$ cat config.mk
export PLATFORM = sky130hd
export DESIGN_NAME = strc_top
export DESIGN_NICKNAME = d
export VERILOG_FILES = /design/src/design/strc_pkg.sv /design/src/design/strc_top.sv
export SDC_FILE = /design/constraint.sdc
export NUM_CORES = 2
export LEC_CHECK = 0
export BUFFER_PORTS_ARGS = -buffer_cell sky130_fd_sc_hd__buf_2
export CAP_MARGIN = 0
export CORE_MARGIN = 2
export CORE_UTILIZATION = 61
export CTS_BUF_LIST = sky130_fd_sc_hd__clkbuf_4 sky130_fd_sc_hd__clkbuf_8 sky130_fd_sc_hd__clkbuf_16
export CTS_CLUSTER_SIZE = 16
export DETAILED_ROUTE_END_ITERATION = 6
export PLACE_DENSITY = 0.88
export SLEW_MARGIN = 40
export SYNTH_ARGS = -nofsm -noshare
export SYNTH_HDL_FRONTEND = slang
export SYNTH_SLANG_ARGS = --single-unit
$ cat constraint.sdc
create_clock -name REF_CLK_IN -period 14.7 [get_ports REF_CLK_IN]
set_clock_uncertainty 0.05 [all_clocks]
set_input_delay 1.47 -clock REF_CLK_IN [delete_from_list [all_inputs] [get_ports REF_CLK_IN]]
set_output_delay 1.47 -clock REF_CLK_IN [all_outputs]
set_load 0.03 [all_outputs]
$ cat src/design/strc_pkg.sv
// constants and types for the scan trigger and result control block
package strc_pkg;
   localparam int unsigned CLK_HZ = 10_000_000;
   localparam int unsigned MS_PER_S = 1000;
   localparam int unsigned MS_CYCLES_DEF = CLK_HZ / MS_PER_S;
   localparam logic [15:0] SELFTEST_MS = 16'h000a;
   localparam logic [15:0] READ_LED_MS = 16'h0064;
   localparam logic [15:0] EVAL_PERIOD_MS = 16'h07d0;
   localparam logic [6:0] EVAL_SCANS = 7'h64;
   localparam int unsigned BLINK_SLOW_HZ = 2;
   localparam int unsigned BLINK_FAST_HZ = 5;
   localparam logic [15:0] BLINK_SLOW_HALF_MS = 16'(MS_PER_S / (2 * BLINK_SLOW_HZ));
   localparam logic [15:0] BLINK_FAST_HALF_MS = 16'(MS_PER_S / (2 * BLINK_FAST_HZ));
   localparam logic [6:0] Q_LOW_PCT = 7'h1e;
   localparam logic [6:0] Q_MID_PCT = 7'h46;
   localparam logic [6:0] Q_HIGH_PCT = 7'h5a;
   localparam logic [7:0] MIRROR_REST = 8'h32;
   localparam logic [7:0] MIRROR_AMPL_DEG = 8'h14;
   localparam logic [3:0] MIRROR_FREQ_HZ = 4'h1;
   localparam logic [15:0] VERDICT_GOOD = 16'h0000;
   localparam int unsigned FIELD_W = 16;
   localparam int unsigned TAG_W = 5;
   localparam int unsigned REC_W = TAG_W + FIELD_W;
   localparam int unsigned FIFO_DEPTH = 32;
   localparam logic [4:0] LAST_SUMMARY_IDX = 5'h04;
   localparam logic [4:0] LAST_GOOD_IDX = 5'h11;

   typedef enum logic [1:0] {MODE_SELFTEST, MODE_READING, MODE_PERCENT} strc_mode_t;
   typedef enum logic [1:0] {MIR_OSCILLATE, MIR_ONE_SHOT, MIR_FIXED} strc_mirror_t;
   typedef enum logic [1:0] {EV_OFF, EV_GOOD_READ, EV_NO_READ, EV_PULSE_END} strc_event_t;
   typedef enum logic [1:0] {BAND_OFF, BAND_SLOW, BAND_FAST, BAND_STEADY} strc_band_t;
   // record word tags, in output order
   typedef enum logic [4:0] {
      TAG_INTERVAL_TIME, TAG_MEAN_QUALITY, TAG_CODE_COUNT, TAG_RANGE_PROFILE_INDEX,
      TAG_SYMBOL_TYPE, TAG_QUALITY, TAG_READ_VERDICT, TAG_SYMBOL_LENGTH, TAG_SCAN_ANGLE,
      TAG_OBJECT_RANGE_MM, TAG_RELIABILITY, TAG_DECODE_EFFORT, TAG_CODE_CONTINUITY,
      TAG_DECODE_ORIENTATION_FLAG, TAG_PRECISE_READ_ANGLE, TAG_PRECISE_SWING_ANGLE,
      TAG_FOCUS_POSITION_MM, TAG_OBJECT_NUMBER, TAG_NO_CODE
   } strc_tag_t;
endpackage

$ cat src/design/strc_top.sv
// scan trigger, result record and indicator control with its result fifo
`timescale 1ns/1ps

module strc_fifo
   import strc_pkg::*;
#(
   parameter int unsigned WIDTH = REC_W,
   parameter int unsigned DEPTH = FIFO_DEPTH
)
(
   input wire logic clk_in,
   input wire logic rst_in,
   input wire logic [WIDTH-1:0] wr_data_in,
   input wire logic wr_valid_in,
   output logic wr_ready_out,
   output logic [WIDTH-1:0] rd_data_out,
   output logic rd_valid_out,
   input wire logic rd_ready_in
);
   localparam int unsigned AW = $clog2(DEPTH);
   logic [WIDTH-1:0] mem [DEPTH];
   logic [AW-1:0] wr_ptr_q;
   logic [AW-1:0] rd_ptr_q;
   logic [AW:0] count_q;
   logic do_wr;
   logic do_rd;

   assign wr_ready_out = (count_q != (AW+1)'(DEPTH));
   assign rd_valid_out = (count_q != '0);
   assign rd_data_out = mem[rd_ptr_q];
   assign do_wr = wr_valid_in && wr_ready_out;
   assign do_rd = rd_valid_out && rd_ready_in;

   always_ff @(posedge clk_in)
   begin
      if (do_wr)
      begin
         mem[wr_ptr_q] <= wr_data_in;
      end
   end

   always_ff @(posedge clk_in or posedge rst_in)
   begin
      if (rst_in)
      begin
         wr_ptr_q <= '0;
         rd_ptr_q <= '0;
         count_q <= '0;
      end
      else
      begin
         if (do_wr)
         begin
            wr_ptr_q <= (wr_ptr_q == AW'(DEPTH - 1)) ? '0 : wr_ptr_q + 1'b1;
         end
         if (do_rd)
         begin
            rd_ptr_q <= (rd_ptr_q == AW'(DEPTH - 1)) ? '0 : rd_ptr_q + 1'b1;
         end
         count_q <= count_q + (AW+1)'(do_wr) - (AW+1)'(do_rd);
      end
   end
endmodule

module strc_top
   import strc_pkg::*;
#(
   parameter int unsigned MS_CYCLES = MS_CYCLES_DEF,
   parameter int unsigned FIFO_WORDS = FIFO_DEPTH
)
(
   input wire logic REF_CLK_IN,
   input wire logic RST_IN,
   input wire logic SENSOR_IN,
   input wire logic SER_START_IN,
   input wire logic SER_STOP_IN,
   input wire logic SRC_SERIAL_LOAD_IN,
   input wire logic STD_DECODER_LOAD_IN,
   input wire logic MODE_READING_REQ_IN,
   input wire logic MODE_PERCENT_REQ_IN,
   input wire logic AUX_DIAG_MODE_IN,
   input wire logic [3:0] HOST_MIN_CODES_IN,
   input wire logic [3:0] HOST_MAX_CODES_IN,
   input wire logic [3:0] CODE_COUNT_IN,
   input wire logic [6:0] MEAN_QUALITY_IN,
   input wire logic [3:0] RANGE_PROFILE_INDEX_IN,
   input wire logic [7:0] SYMBOL_TYPE_IN,
   input wire logic [6:0] QUALITY_IN,
   input wire logic [7:0] SYMBOL_LENGTH_IN,
   input wire logic [7:0] SCAN_ANGLE_IN,
   input wire logic [15:0] OBJECT_RANGE_MM_IN,
   input wire logic [9:0] RELIABILITY_IN,
   input wire logic [9:0] DECODE_EFFORT_IN,
   input wire logic [9:0] CODE_CONTINUITY_IN,
   input wire logic DECODE_ORIENTATION_FLAG_IN,
   input wire logic [9:0] PRECISE_READ_ANGLE_IN,
   input wire logic [9:0] PRECISE_SWING_ANGLE_IN,
   input wire logic [13:0] FOCUS_POSITION_MM_IN,
   input wire logic SCAN_TICK_IN,
   input wire logic SCAN_GOOD_IN,
   input wire logic [1:0] MIRROR_CFG_IN,
   input wire logic [7:0] MIRROR_FIXED_POS_IN,
   input wire logic [7:0] RES_EVENT_SEL_IN,
   input wire logic [63:0] RES_PULSE_MS_IN,
   input wire logic RES_READY_IN,
   output logic READY_LED_OUT,
   output logic SENSOR_LED_OUT,
   output logic LASER_ON_OUT,
   output logic READ_RESULT_LED_OUT,
   output logic [3:0] RESULT_OUT,
   output logic MIRROR_SWING_OUT,
   output logic [7:0] MIRROR_REST_ANGLE_OUT,
   output logic [7:0] MIRROR_AMPL_OUT,
   output logic [3:0] MIRROR_FREQ_OUT,
   output logic [REC_W-1:0] RES_DATA_OUT,
   output logic RES_TO_HOST_OUT,
   output logic RES_TO_AUX_OUT,
   output logic RES_VALID_OUT,
   output logic [1:0] MODE_OUT,
   output logic SRC_SERIAL_OUT,
   output logic [6:0] PCT_QUALITY_OUT
);
   localparam int unsigned FW = REC_W + 2;
   strc_mode_t mode_q;
   logic sens_s1_q, sens_s2_q;
   logic [$clog2(MS_CYCLES)-1:0] ms_div_q;
   logic ms_tick;
   logic [15:0] st_ms_q;
   logic src_serial_q, std_dec_q, ser_gate_q, pulse_q, trig;
   logic pulse_end;
   logic [15:0] interval_q;
   logic [15:0] eval_ms_q;
   logic [6:0] scan_cnt_q, good_cnt_q, pct_q;
   logic eval_tick;
   // record capture and emitter
   logic [15:0] snap_interval_q;
   logic [6:0] snap_mean_q, snap_qual_q;
   logic [3:0] snap_count_q, snap_profile_q;
   logic [7:0] snap_type_q, snap_len_q, snap_angle_q;
   logic [15:0] snap_range_q, obj_num_q;
   logic [9:0] snap_rel_q, snap_eff_q, snap_cont_q, snap_pra_q, snap_psa_q;
   logic [13:0] snap_focus_q;
   logic snap_rev_q;
   logic rec_active_q, rec_pct_q;
   logic [4:0] rec_idx_q;
   logic [FIELD_W-1:0] rec_val;
   strc_tag_t rec_tag;
   logic rec_host, rec_aux, rec_last, rec_adv;
   logic multi_ok;
   logic [3:0] host_count;
   logic fifo_in_ready, fifo_out_valid, fifo_out_ready;
   logic [FW-1:0] fifo_out;
   logic [15:0] led_ms_q;
   strc_band_t band, band_q;
   logic [15:0] blink_ms_q;
   logic blink_phase_q;
   logic [3:0] res_hit;

   assign ms_tick = (ms_div_q == ($clog2(MS_CYCLES))'(MS_CYCLES - 1));

   // first stage only feeds the second
   always_ff @(posedge REF_CLK_IN or posedge RST_IN)
   begin
      if (RST_IN)
      begin
         sens_s1_q <= 1'b0;
         sens_s2_q <= 1'b0;
         ms_div_q <= '0;
      end
      else
      begin
         sens_s1_q <= SENSOR_IN;
         sens_s2_q <= sens_s1_q;
         ms_div_q <= ms_tick ? '0 : ms_div_q + 1'b1;
      end
   end

   // mode sequencing; temporary loads only clear at power-up reset
   always_ff @(posedge REF_CLK_IN or posedge RST_IN)
   begin
      if (RST_IN)
      begin
         mode_q <= MODE_SELFTEST;
         st_ms_q <= '0;
         src_serial_q <= 1'b0;
         std_dec_q <= 1'b0;
      end
      else
      begin
         if (SRC_SERIAL_LOAD_IN)
         begin
            src_serial_q <= 1'b1;
         end
         if (STD_DECODER_LOAD_IN)
         begin
            std_dec_q <= 1'b1;
         end
         unique case (mode_q)
            MODE_SELFTEST:
            begin
               if (ms_tick)
               begin
                  st_ms_q <= st_ms_q + 16'h0001;
               end
               if (st_ms_q == SELFTEST_MS)
               begin
                  mode_q <= MODE_READING;
               end
            end
            MODE_READING:
            begin
               // refused while a pulse runs or without the standard decoder
               if (MODE_PERCENT_REQ_IN && std_dec_q && !pulse_q)
               begin
                  mode_q <= MODE_PERCENT;
               end
            end
            MODE_PERCENT:
            begin
               if (MODE_READING_REQ_IN)
               begin
                  mode_q <= MODE_READING;
               end
            end
            default:
            begin
               mode_q <= MODE_SELFTEST;
            end
         endcase
      end
   end

   assign trig = src_serial_q ? ser_gate_q : sens_s2_q;
   assign pulse_end = pulse_q && !(trig && mode_q == MODE_READING);

   // reading pulse and its interval time
   always_ff @(posedge REF_CLK_IN or posedge RST_IN)
   begin
      if (RST_IN)
      begin
         ser_gate_q <= 1'b0;
         pulse_q <= 1'b0;
         interval_q <= '0;
      end
      else
      begin
         if (src_serial_q && SER_START_IN)
         begin
            ser_gate_q <= 1'b1;
         end
         else if (SER_STOP_IN || !src_serial_q)
         begin
            ser_gate_q <= 1'b0;
         end
         pulse_q <= trig && mode_q == MODE_READING;
         if (!pulse_q)
         begin
            interval_q <= '0;
         end
         else if (ms_tick && interval_q != 16'hffff)
         begin
            interval_q <= interval_q + 16'h0001;
         end
      end
   end

   // percentage evaluation: good scans out of a block of 100 give percent
   assign eval_tick = mode_q == MODE_PERCENT && ms_tick && eval_ms_q == EVAL_PERIOD_MS - 16'h0001;
   always_ff @(posedge REF_CLK_IN or posedge RST_IN)
   begin
      if (RST_IN)
      begin
         eval_ms_q <= '0;
         scan_cnt_q <= '0;
         good_cnt_q <= '0;
         pct_q <= '0;
      end
      else if (mode_q != MODE_PERCENT)
      begin
         eval_ms_q <= '0;
         scan_cnt_q <= '0;
         good_cnt_q <= '0;
      end
      else
      begin
         if (ms_tick)
         begin
            eval_ms_q <= eval_tick ? '0 : eval_ms_q + 16'h0001;
         end
         if (SCAN_TICK_IN)
         begin
            if (scan_cnt_q == EVAL_SCANS - 7'h01)
            begin
               scan_cnt_q <= '0;
               good_cnt_q <= '0;
               pct_q <= good_cnt_q + 7'(SCAN_GOOD_IN);
            end
            else
            begin
               scan_cnt_q <= scan_cnt_q + 7'h01;
               good_cnt_q <= good_cnt_q + 7'(SCAN_GOOD_IN);
            end
         end
      end
   end

   // snapshot at record start so the emitter sees stable fields
   always_ff @(posedge REF_CLK_IN or posedge RST_IN)
   begin
      if (RST_IN)
      begin
         snap_interval_q <= '0;
         snap_mean_q <= '0;
         snap_count_q <= '0;
         snap_profile_q <= '0;
         snap_type_q <= '0;
         snap_qual_q <= '0;
         snap_len_q <= '0;
         snap_angle_q <= '0;
         snap_range_q <= '0;
         snap_rel_q <= '0;
         snap_eff_q <= '0;
         snap_cont_q <= '0;
         snap_rev_q <= 1'b0;
         snap_pra_q <= '0;
         snap_psa_q <= '0;
         snap_focus_q <= '0;
      end
      else if ((pulse_end || eval_tick) && !rec_active_q)
      begin
         snap_interval_q <= eval_tick ? EVAL_PERIOD_MS : interval_q;
         snap_mean_q <= eval_tick ? pct_q : MEAN_QUALITY_IN;
         snap_count_q <= CODE_COUNT_IN;
         snap_profile_q <= RANGE_PROFILE_INDEX_IN;
         snap_type_q <= SYMBOL_TYPE_IN;
         snap_qual_q <= QUALITY_IN;
         snap_len_q <= SYMBOL_LENGTH_IN;
         snap_angle_q <= SCAN_ANGLE_IN;
         snap_range_q <= OBJECT_RANGE_MM_IN;
         snap_rel_q <= RELIABILITY_IN;
         snap_eff_q <= DECODE_EFFORT_IN;
         snap_cont_q <= CODE_CONTINUITY_IN;
         snap_rev_q <= DECODE_ORIENTATION_FLAG_IN;
         snap_pra_q <= PRECISE_READ_ANGLE_IN;
         snap_psa_q <= PRECISE_SWING_ANGLE_IN;
         snap_focus_q <= FOCUS_POSITION_MM_IN;
      end
   end

   assign multi_ok = HOST_MIN_CODES_IN > 4'h1 && HOST_MAX_CODES_IN > 4'h1;
   assign host_count = (multi_ok || snap_count_q < 4'h2) ? snap_count_q : 4'h1;
   assign rec_last = (snap_count_q == '0) ? (rec_idx_q == LAST_SUMMARY_IDX)
                                          : (rec_idx_q == LAST_GOOD_IDX);

   // field selection for the record word at rec_idx_q
   always_comb
   begin
      rec_tag = strc_tag_t'(rec_idx_q);
      rec_val = '0;
      rec_aux = AUX_DIAG_MODE_IN;
      rec_host = !rec_pct_q && rec_idx_q >= 5'h02 && rec_idx_q != 5'h03;
      unique case (rec_idx_q)
         5'h00: rec_val = snap_interval_q;
         5'h01: rec_val = 16'(snap_mean_q);
         5'h02: rec_val = 16'(rec_pct_q ? snap_count_q : host_count);
         5'h03: rec_val = 16'(snap_profile_q);
         5'h04:
         begin
            if (snap_count_q == '0)
            begin
               rec_tag = TAG_NO_CODE;
               rec_host = 1'b0;
            end
            rec_val = 16'(snap_type_q);
         end
         5'h05: rec_val = 16'(snap_qual_q);
         5'h06: rec_val = VERDICT_GOOD;
         5'h07: rec_val = 16'(snap_len_q);
         5'h08: rec_val = 16'(snap_angle_q);
         5'h09: rec_val = snap_range_q;
         5'h0a: rec_val = 16'(snap_rel_q);
         5'h0b: rec_val = 16'(snap_eff_q);
         5'h0c: rec_val = 16'(snap_cont_q);
         5'h0d: rec_val = 16'(snap_rev_q);
         5'h0e: rec_val = 16'(snap_pra_q);
         5'h0f: rec_val = 16'(snap_psa_q);
         5'h10: rec_val = 16'(snap_focus_q);
         5'h11: rec_val = obj_num_q;
         default: rec_val = '0;
      endcase
   end

   // a word with no destination is skipped without waiting on the fifo
   assign rec_adv = rec_active_q && (fifo_in_ready || !(rec_host || rec_aux));

   always_ff @(posedge REF_CLK_IN or posedge RST_IN)
   begin
      if (RST_IN)
      begin
         rec_active_q <= 1'b0;
         rec_pct_q <= 1'b0;
         rec_idx_q <= '0;
         obj_num_q <= '0;
      end
      else if (!rec_active_q)
      begin
         // a pulse ending while a record drains is dropped, not queued
         if (pulse_end || eval_tick)
         begin
            rec_active_q <= 1'b1;
            rec_pct_q <= eval_tick;
            rec_idx_q <= '0;
         end
      end
      else if (rec_adv)
      begin
         rec_idx_q <= rec_idx_q + 5'h01;
         if (rec_last)
         begin
            rec_active_q <= 1'b0;
            obj_num_q <= obj_num_q + 16'h0001;
         end
      end
   end

   strc_fifo #(.WIDTH(FW), .DEPTH(FIFO_WORDS)) u_fifo (
      .clk_in(REF_CLK_IN),
      .rst_in(RST_IN),
      .wr_data_in({rec_host, rec_aux, rec_tag, rec_val}),
      .wr_valid_in(rec_active_q && (rec_host || rec_aux)),
      .wr_ready_out(fifo_in_ready),
      .rd_data_out(fifo_out),
      .rd_valid_out(fifo_out_valid),
      .rd_ready_in(fifo_out_ready)
   );

   assign fifo_out_ready = !RES_VALID_OUT || RES_READY_IN;

   always_ff @(posedge REF_CLK_IN or posedge RST_IN)
   begin
      if (RST_IN)
      begin
         RES_VALID_OUT <= 1'b0;
         RES_DATA_OUT <= '0;
         RES_TO_HOST_OUT <= 1'b0;
         RES_TO_AUX_OUT <= 1'b0;
      end
      else if (fifo_out_ready)
      begin
         RES_VALID_OUT <= fifo_out_valid;
         RES_DATA_OUT <= fifo_out[REC_W-1:0];
         RES_TO_HOST_OUT <= fifo_out[FW-1];
         RES_TO_AUX_OUT <= fifo_out[FW-2];
      end
   end

   // quality bands, boundaries go to the higher band
   always_comb
   begin
      if (pct_q >= Q_HIGH_PCT)
      begin
         band = BAND_STEADY;
      end
      else if (pct_q >= Q_MID_PCT)
      begin
         band = BAND_FAST;
      end
      else if (pct_q >= Q_LOW_PCT)
      begin
         band = BAND_SLOW;
      end
      else
      begin
         band = BAND_OFF;
      end
   end

   always_ff @(posedge REF_CLK_IN or posedge RST_IN)
   begin
      if (RST_IN)
      begin
         band_q <= BAND_OFF;
         blink_ms_q <= '0;
         blink_phase_q <= 1'b1;
         led_ms_q <= '0;
      end
      else
      begin
         band_q <= band;
         if (band != band_q)
         begin
            blink_ms_q <= '0;
            blink_phase_q <= 1'b1;
         end
         else if (ms_tick)
         begin
            if (blink_ms_q == ((band_q == BAND_FAST) ? BLINK_FAST_HALF_MS : BLINK_SLOW_HALF_MS)
                              - 16'h0001)
            begin
               blink_ms_q <= '0;
               blink_phase_q <= !blink_phase_q;
            end
            else
            begin
               blink_ms_q <= blink_ms_q + 16'h0001;
            end
         end
         if (mode_q == MODE_READING && !rec_active_q && pulse_end)
         begin
            led_ms_q <= READ_LED_MS;
         end
         else if (ms_tick && led_ms_q != '0)
         begin
            led_ms_q <= led_ms_q - 16'h0001;
         end
      end
   end

   // result outputs, each with its own event and length in ms
   for (genvar i = 0; i < 4; i++)
   begin : g_res
      logic [15:0] cnt_q;
      strc_event_t sel;
      assign sel = strc_event_t'(RES_EVENT_SEL_IN[2*i+1:2*i]);
      assign res_hit[i] = pulse_end && ((sel == EV_PULSE_END)
                       || (sel == EV_GOOD_READ && CODE_COUNT_IN != '0)
                       || (sel == EV_NO_READ && CODE_COUNT_IN == '0));
      always_ff @(posedge REF_CLK_IN or posedge RST_IN)
      begin
         if (RST_IN)
         begin
            cnt_q <= '0;
            RESULT_OUT[i] <= 1'b0;
         end
         else
         begin
            if (mode_q == MODE_PERCENT)
            begin
               cnt_q <= '0;
            end
            else if (res_hit[i])
            begin
               cnt_q <= RES_PULSE_MS_IN[16*i+15:16*i];
            end
            else if (ms_tick && cnt_q != '0)
            begin
               cnt_q <= cnt_q - 16'h0001;
            end
            RESULT_OUT[i] <= mode_q != MODE_PERCENT && cnt_q != '0;
         end
      end
   end

   // indicators and mirror commands, all registered
   always_ff @(posedge REF_CLK_IN or posedge RST_IN)
   begin
      if (RST_IN)
      begin
         READY_LED_OUT <= 1'b0;
         SENSOR_LED_OUT <= 1'b0;
         LASER_ON_OUT <= 1'b0;
         READ_RESULT_LED_OUT <= 1'b0;
         MIRROR_SWING_OUT <= 1'b0;
         MIRROR_REST_ANGLE_OUT <= MIRROR_REST;
         MIRROR_AMPL_OUT <= '0;
         MIRROR_FREQ_OUT <= '0;
         MODE_OUT <= MODE_SELFTEST;
         SRC_SERIAL_OUT <= 1'b0;
         PCT_QUALITY_OUT <= '0;
      end
      else
      begin
         READY_LED_OUT <= mode_q == MODE_READING;
         SENSOR_LED_OUT <= pulse_q && trig;
         LASER_ON_OUT <= (pulse_q && trig) || mode_q == MODE_PERCENT;
         READ_RESULT_LED_OUT <= (mode_q == MODE_PERCENT)
                                ? (band_q == BAND_STEADY
                                   || (band_q != BAND_OFF && blink_phase_q))
                                : led_ms_q != '0;
         MODE_OUT <= mode_q;
         SRC_SERIAL_OUT <= src_serial_q;
         PCT_QUALITY_OUT <= pct_q;
         if (MIRROR_CFG_IN == MIR_FIXED)
         begin
            MIRROR_SWING_OUT <= 1'b0;
            MIRROR_REST_ANGLE_OUT <= MIRROR_FIXED_POS_IN;
            MIRROR_AMPL_OUT <= '0;
            MIRROR_FREQ_OUT <= '0;
         end
         else if (mode_q == MODE_READING && MIRROR_CFG_IN == MIR_OSCILLATE)
         begin
            MIRROR_SWING_OUT <= 1'b1;
            MIRROR_REST_ANGLE_OUT <= MIRROR_REST;
            MIRROR_AMPL_OUT <= MIRROR_AMPL_DEG;
            MIRROR_FREQ_OUT <= MIRROR_FREQ_HZ;
         end
         else
         begin
            MIRROR_SWING_OUT <= 1'b0;
            MIRROR_REST_ANGLE_OUT <= MIRROR_REST;
            MIRROR_AMPL_OUT <= '0;
            MIRROR_FREQ_OUT <= '0;
         end
      end
   end
endmodule

Word-level counts from Yosys, hierarchy flattened --
Memories as Yosys holds them, arrays and structs flattened. A register that Yosys moved wholly into a read port is not among the register bits. Index checks and enable logic that the tools add are counted.
Storage, ports and cells: output and inout bits 63, bits in writable memories 736, word-level logic and storage cells 309, memories kept 1, register bits 412
Memory list:
- u_fifo.mem | depth 32, width 23, read ports 1, clocked after Yosys merged registers in 1, wr ports 1, RTL line strc_top.sv:21 | logic [WIDTH-1:0] mem [DEPTH];
Operators by class: equal/unequal tests 50, reduce and logical (&&, ||, !) cells 97, bitwise operators 2, add/sub/neg operators 19, magnitude comparators 7, muxes and demuxes 72
Operators by type and width (number):
- 16-bit two-way mux | 23
- 16-bit one-hot mux with 17 select lines | 1
- 16-bit by 1-bit adder with 16-bit output (second input constant) | 5
- 16-bit nonzero test | 5
- 16-bit by 1-bit subtractor with 16-bit output (second input constant) | 5
- 7-bit two-way mux | 7
- 5-bit two-way mux | 9
- 1-bit logical AND | 42
- 5-bit by 4-bit == test with 1-bit output (second input constant) | 8
- 2-bit == test (second input constant) | 12
- 1-bit two-way mux | 21
- 5-bit == test (second input constant) | 4
- 16-bit by 11-bit == test with 1-bit output (second input constant) | 1
- 16-bit == test | 1
- 16-bit by 4-bit == test with 1-bit output (second input constant) | 1
- 1-bit logical OR | 16
- 8-bit two-way mux | 2
- 16-bit inequality test (second input constant) | 1
- 2-bit nonzero test | 8
- 5-bit by 1-bit adder with 5-bit output (second input constant) | 3
- 5-bit by 3-bit == test with 1-bit output (second input constant) | 3
- 14-bit by 1-bit adder with 14-bit output (second input constant) | 1
- 14-bit == test (second input constant) | 1
- 7-bit greater-or-equal comparator (second input constant) | 2
- other kinds (32) | 65

Depth between registers and ports, before layout --
word-level depth 11, depth in mapped cells 14

Cells and area by module --
From an unflattened synthesis, not the netlist that was laid out.
Second synthesis, totals: cells, all modules 3494, area, all modules 49671.4 sq um
By module, submodules not included:
- strc_fifo | area an instance 29523.3 sq um, cells an instance 1599, instances 1
- strc_top | area an instance 20148.1 sq um, cells an instance 1895, instances 1

Worst setup path after synthesis --
OpenSTA, ideal clock, no wires.
path type input to register, from input port RES_READY_IN, to register u_fifo.count_q[4], stages 13, required time 14.570 ns, path slack 11.028 ns, arrival 3.542 ns, path buffers 2, cell sequence nor2b_1 > clkbuf_1 > or2_2 > clkbuf_1 > inv_1 > ha_1 > inv_1 > ha_1 > fa_1 > a21oi_1 > nor2_1 > nor2_1 > xnor2_1
Between the ends: word-level cells in the longest chain between the ends 3
Ends and longest elaborated chain:
- from (decl) | RTL line strc_top.sv:105 | input wire logic RES_READY_IN,
- 1-bit logical OR | RTL line strc_top.sv:437 | assign fifo_out_ready = !RES_VALID_OUT || RES_READY_IN;
- 1-bit logical AND | RTL line strc_top.sv:32 | assign do_rd = rd_valid_out && rd_ready_in;
- via u_fifo.do_rd | RTL line strc_top.sv:26 | logic do_rd;
- 6-bit by 1-bit subtractor with 6-bit output | RTL line strc_top.sv:60 | count_q <= count_q + (AW+1)'(do_wr) - (AW+1)'(do_rd);
- to (signal assigned) | RTL line strc_top.sv:60
- to (decl) | RTL line strc_top.sv:24 | logic [AW:0] count_q;
The timed path passes the listed nets, and every way through them passes these cells. A chain may end at the register's enable or synchronous reset.

Worst setup path in the final report --
from register rec_idx_q[3], to memory u_fifo.mem[20][9] in the netlist's numbering, enable pin
Between the ends: word-level cells in the longest chain between the ends 10, elaborated cells between the ends (all ways) 12
Ends and longest elaborated chain:
- from (decl) | RTL line strc_top.sv:145 | logic [4:0] rec_idx_q;
- from (signal assigned) | RTL line strc_top.sv:417 | rec_idx_q <= rec_idx_q + 5'h01;
- 5-bit by 2-bit greater-or-equal comparator with 1-bit output | RTL line strc_top.sv:361 | rec_host = !rec_pct_q && rec_idx_q >= 5'h02 && rec_idx_q != 5'h03;
- 1-bit logical AND (2 in series) | RTL line strc_top.sv:361
- 1-bit two-way mux | RTL line strc_top.sv:369 | if (snap_count_q == '0)
- 1-bit two-way mux (*) | RTL line strc_top.sv:362 | unique case (rec_idx_q)
- 1-bit logical OR (*) | RTL line strc_top.sv:430 | .wr_valid_in(rec_active_q && (rec_host || rec_aux)),
- 1-bit logical AND (*) | RTL line strc_top.sv:430
- 1-bit logical AND (*) | RTL line strc_top.sv:31 | assign do_wr = wr_valid_in && wr_ready_out;
- 1-bit two-way mux (*) | RTL line strc_top.sv:36 | if (do_wr)
- 1-bit two-way mux (implied by the code) (*) | RTL line strc_top.sv:38 | mem[wr_ptr_q] <= wr_data_in;
- to (decl) | RTL line strc_top.sv:21
Mark *: on every way between the ends. The rest lies on a longest branch, timed or not.

==> impl_metrics.tcl <==
set metrics [dict create \
    status "finished clean" \
    period_minus_slack_ns 4.24 \
    cts_root_buf "clkbuf_16" \
    rows 103 \
    first_pass_iters 7 \
    antenna_found_initial 11 \
    async_flop_share_pct 36.5 \
    ys_seq_area_share_pct 66.6 \
    synthFlopType "edfxtp_1" \
    netlist_area_mm2 0.0491 \
    finalSetupTns_ns 0 \
    yosys_register_bits 1159 \
    totalWireLength_um 129000 \
    synthCells 3313 \
    syn_area_per_cell_um2 14.8 \
    overflow 0 \
    num_vias 32300 \
    grt_max_degree 129 \
    ctsResizeCount 0 \
    max_stage_delay_ns 0.81 \
    core-area_mm2 0.0793 \
    reg2reg_slack_ns 10.46 \
    fin_crit_sh_pct 28.9 \
    cp_max_fo 38 \
    yosysUniqueCellTypes 93 \
    cts_buffers 109 \
    grt_use_met1_pct 40.9 \
    grt_use_total_pct 31.1 \
    maxSlewViolCount 0 \
    tightest_slew_ns 0.955 \
    die_height_um 288 \
    crit_chain "buf_4 -> nor3_1 -> a21oi_1 -> a21o_1 -> nand3_1 -> nor2_2 -> buf_4" \
    ios 293 \
    power_density_mw_per_mm2 185 \
    route.detailed.drc 0 \
    cts_hold_buffers 0 \
    dpl.hpwl_um 77400 \
    drt-wirelength-per-cell_um 27.1 \
    use_met2_pct 51.6 \
    fillers 4716 \
    grt_pass1_wl_um 195000 \
    cts_tree "done" \
    gp_congestion 0.893 \
    area_growth_pct 14.0 \
    clk_latency_ns 0.69 \
    synth-edff-count 736 \
    grt_most_used_layer "met2" \
    grt_pass1_vias 32500 \
    rsz0062_at_grt "no" \
    htreeDepth 3 \
    drive_above_1_share_pct 25.5 \
    crit_family "simple AND/OR/NAND/NOR gates" \
    viasPerCell 6.78 \
    clkTransAtPathRegs_ns 0.06 \
    dieArea_mm2 0.0827 \
    nets 3880 \
    p_leak_nw 20.9 \
    postPlaceCellArea_mm2 0.0520 \
    fin_hold_ws_ns 0.319 \
    port_buffers 281 \
    cp_num_buf_inv 2 \
    drv_cap 0 \
    hold_viol_final 0 \
    vdd_drop_max_mv 0.202 \
    cp-start-kind "register" \
    critical_path_class "reg2reg" \
    finalSetupViolCount 0 \
    clk_path_buf_depth 3 \
    crit_path_end_kind "register" \
    grt_use_met3_pct 6.01 \
    cts.sinks 1159 \
    drtIter0Drc 4585 \
    die_w_um 288 \
    slew_headroom_pct 34.7 \
    yosysWarnings 0 \
    hold_path.class "reg2reg" \
    cpMostUsedCell "buf_4" \
    cp_data_required_time_ns 15.01 \
    post_cts_buffers 0 \
    final_util_pct 70.6 \
    drtAntennaViolNets 0 \
    cp_data_arrival_time_ns 4.55 \
    max_freq_ghz 0.236 \
    critPathSlowestCell "nor2_2" \
    fin_area_mm2 0.0559 \
    floorplan.initialDensity_pct 61.9 \
]
[per-stage QoR]
| stage | worst slack [ns] | total power [mW] | instances |
|---|---|---|---|
| finish | 10.46 | 10.4 | 4758 |
| global route | 10.36 | 10.7 | 4758 |
| CTS | 10.56 | 10.3 | 4750 |
| detailed placement | 10.38 | 7.33 | 4548 |
| global placement | 10.26 | 7.12 | 4543 |
| floorplan | 1.41 | 6.33 | 3321 |
[routing by layer]
metal	share of wire, %	vias to the layer above
met5	0.026	-
met4	4.2	4
li1	-	13500
met2	50	2212
met3	10	387
met1	36	16200
[area by class of cell]
type / count / area [um^2] / area share [%]
sequential: 1159 / 32700 / 58.4
multi-input combinational: 1919 / 15600 / 27.9
clock buffer: 150 / 3160 / 5.65
timing repair buffer: 369 / 2270 / 4.06
tap: 1050 / 1310 / 2.35
clock inverter: 52 / 657 / 1.17
inverter: 55 / 219 / 0.391
antenna: 4 / 10.0 / 0.0179
[final timing paths]
check	startpoint	endpoint	depth (start not counted)
min	sens_s1_q	sens_s2_q	0
max	rec_idx_q[3]	u_fifo.mem[20][9]	7
max in group asynchronous	RST_IN	rec_idx_q[3]	5
max reg2reg	rec_idx_q[3]	u_fifo.mem[20][9]	7
min in group asynchronous	RST_IN	RES_DATA_OUT[14]	2
min reg2reg	sens_s1_q	sens_s2_q	0
[Yosys cell counts (all sizes together) (70+ instances only)]
library cell / count / share of area (%)
mux4: 139 / 6.4
dfrtp: 419 / 21
buf: 70 / 0.81
nand3: 76 / 0.78
mux2i: 119 / 2.4
mux2: 148 / 3.4
edfxtp: 736 / 45
nand2: 192 / 1.5
nor2: 156 / 1.2
a21oi: 132 / 1.4
o21ai: 130 / 1.3
clkbuf: 118 / 0.91
[registers in the layout, summed over array words and instances, names as in the netlist, 14 cells and up]
register         cells
u_fifo.mem         736
g_res.cnt_q         64
RES_DATA_OUT        21
blink_ms_q          16
eval_ms_q           16
interval_q          16
led_ms_q            16
obj_num_q           16
snap_interval_q     16
snap_range_q        16
st_ms_q             16
ms_div_q            14
snap_focus_q        14
[logic make-up after synthesis]
kind of cell,after synthesis,share of synthesized area (%)
XOR/XNOR,93,1.66
adder cells (fa/ha/maj),38,0.979
multiplexers,406,12.2
AO/OA/AOI/OAI,583,7.98
buffers and inverters,243,2.14
flip-flops,1159,66.6
AND/OR/NAND/NOR,790,8.39
other,1,0.00764
[report_power, final]
part | switching (mW) | internal [mW] | leakage (nW)
Combinational | 1.79 | 0.999 | 6.90
Sequential | 0.367 | 4.24 | 12.1
Clock | 1.24 | 1.74 | 1.89
[layout by cell type (no fill, tap or decap), types with 36 or more instances in the layout]
| master | synthesis | layout |
|---|---|---|
| nand3_1 | 76 | 74 |
| mux2i_1 | 119 | 119 |
| mux4_2 | 139 | 139 |
| a2111oi_0 | 43 | 41 |
| buf_2 | 36 | 281 |
| or3_1 | 41 | 41 |
| xor2_1 | 41 | 41 |
| o22ai_1 | 47 | 47 |
| edfxtp_1 | 736 | 736 |
| xnor2_1 | 52 | 52 |
| buf_4 | 22 | 72 |
| nor2_1 | 156 | 122 |
| nand4_1 | 38 | 38 |
| clkbuf_16 | 0 | 110 |
| a21oi_1 | 131 | 129 |
| mux2_2 | 141 | 141 |
| nand2_1 | 192 | 183 |
| o21ai_0 | 125 | 125 |
| nor3_1 | 68 | 68 |
| ha_1 | 36 | 36 |
| dfrtp_1 | 419 | 415 |
| inv_1 | 53 | 50 |
Note: power is estimated with default switching activity, not from simulation.
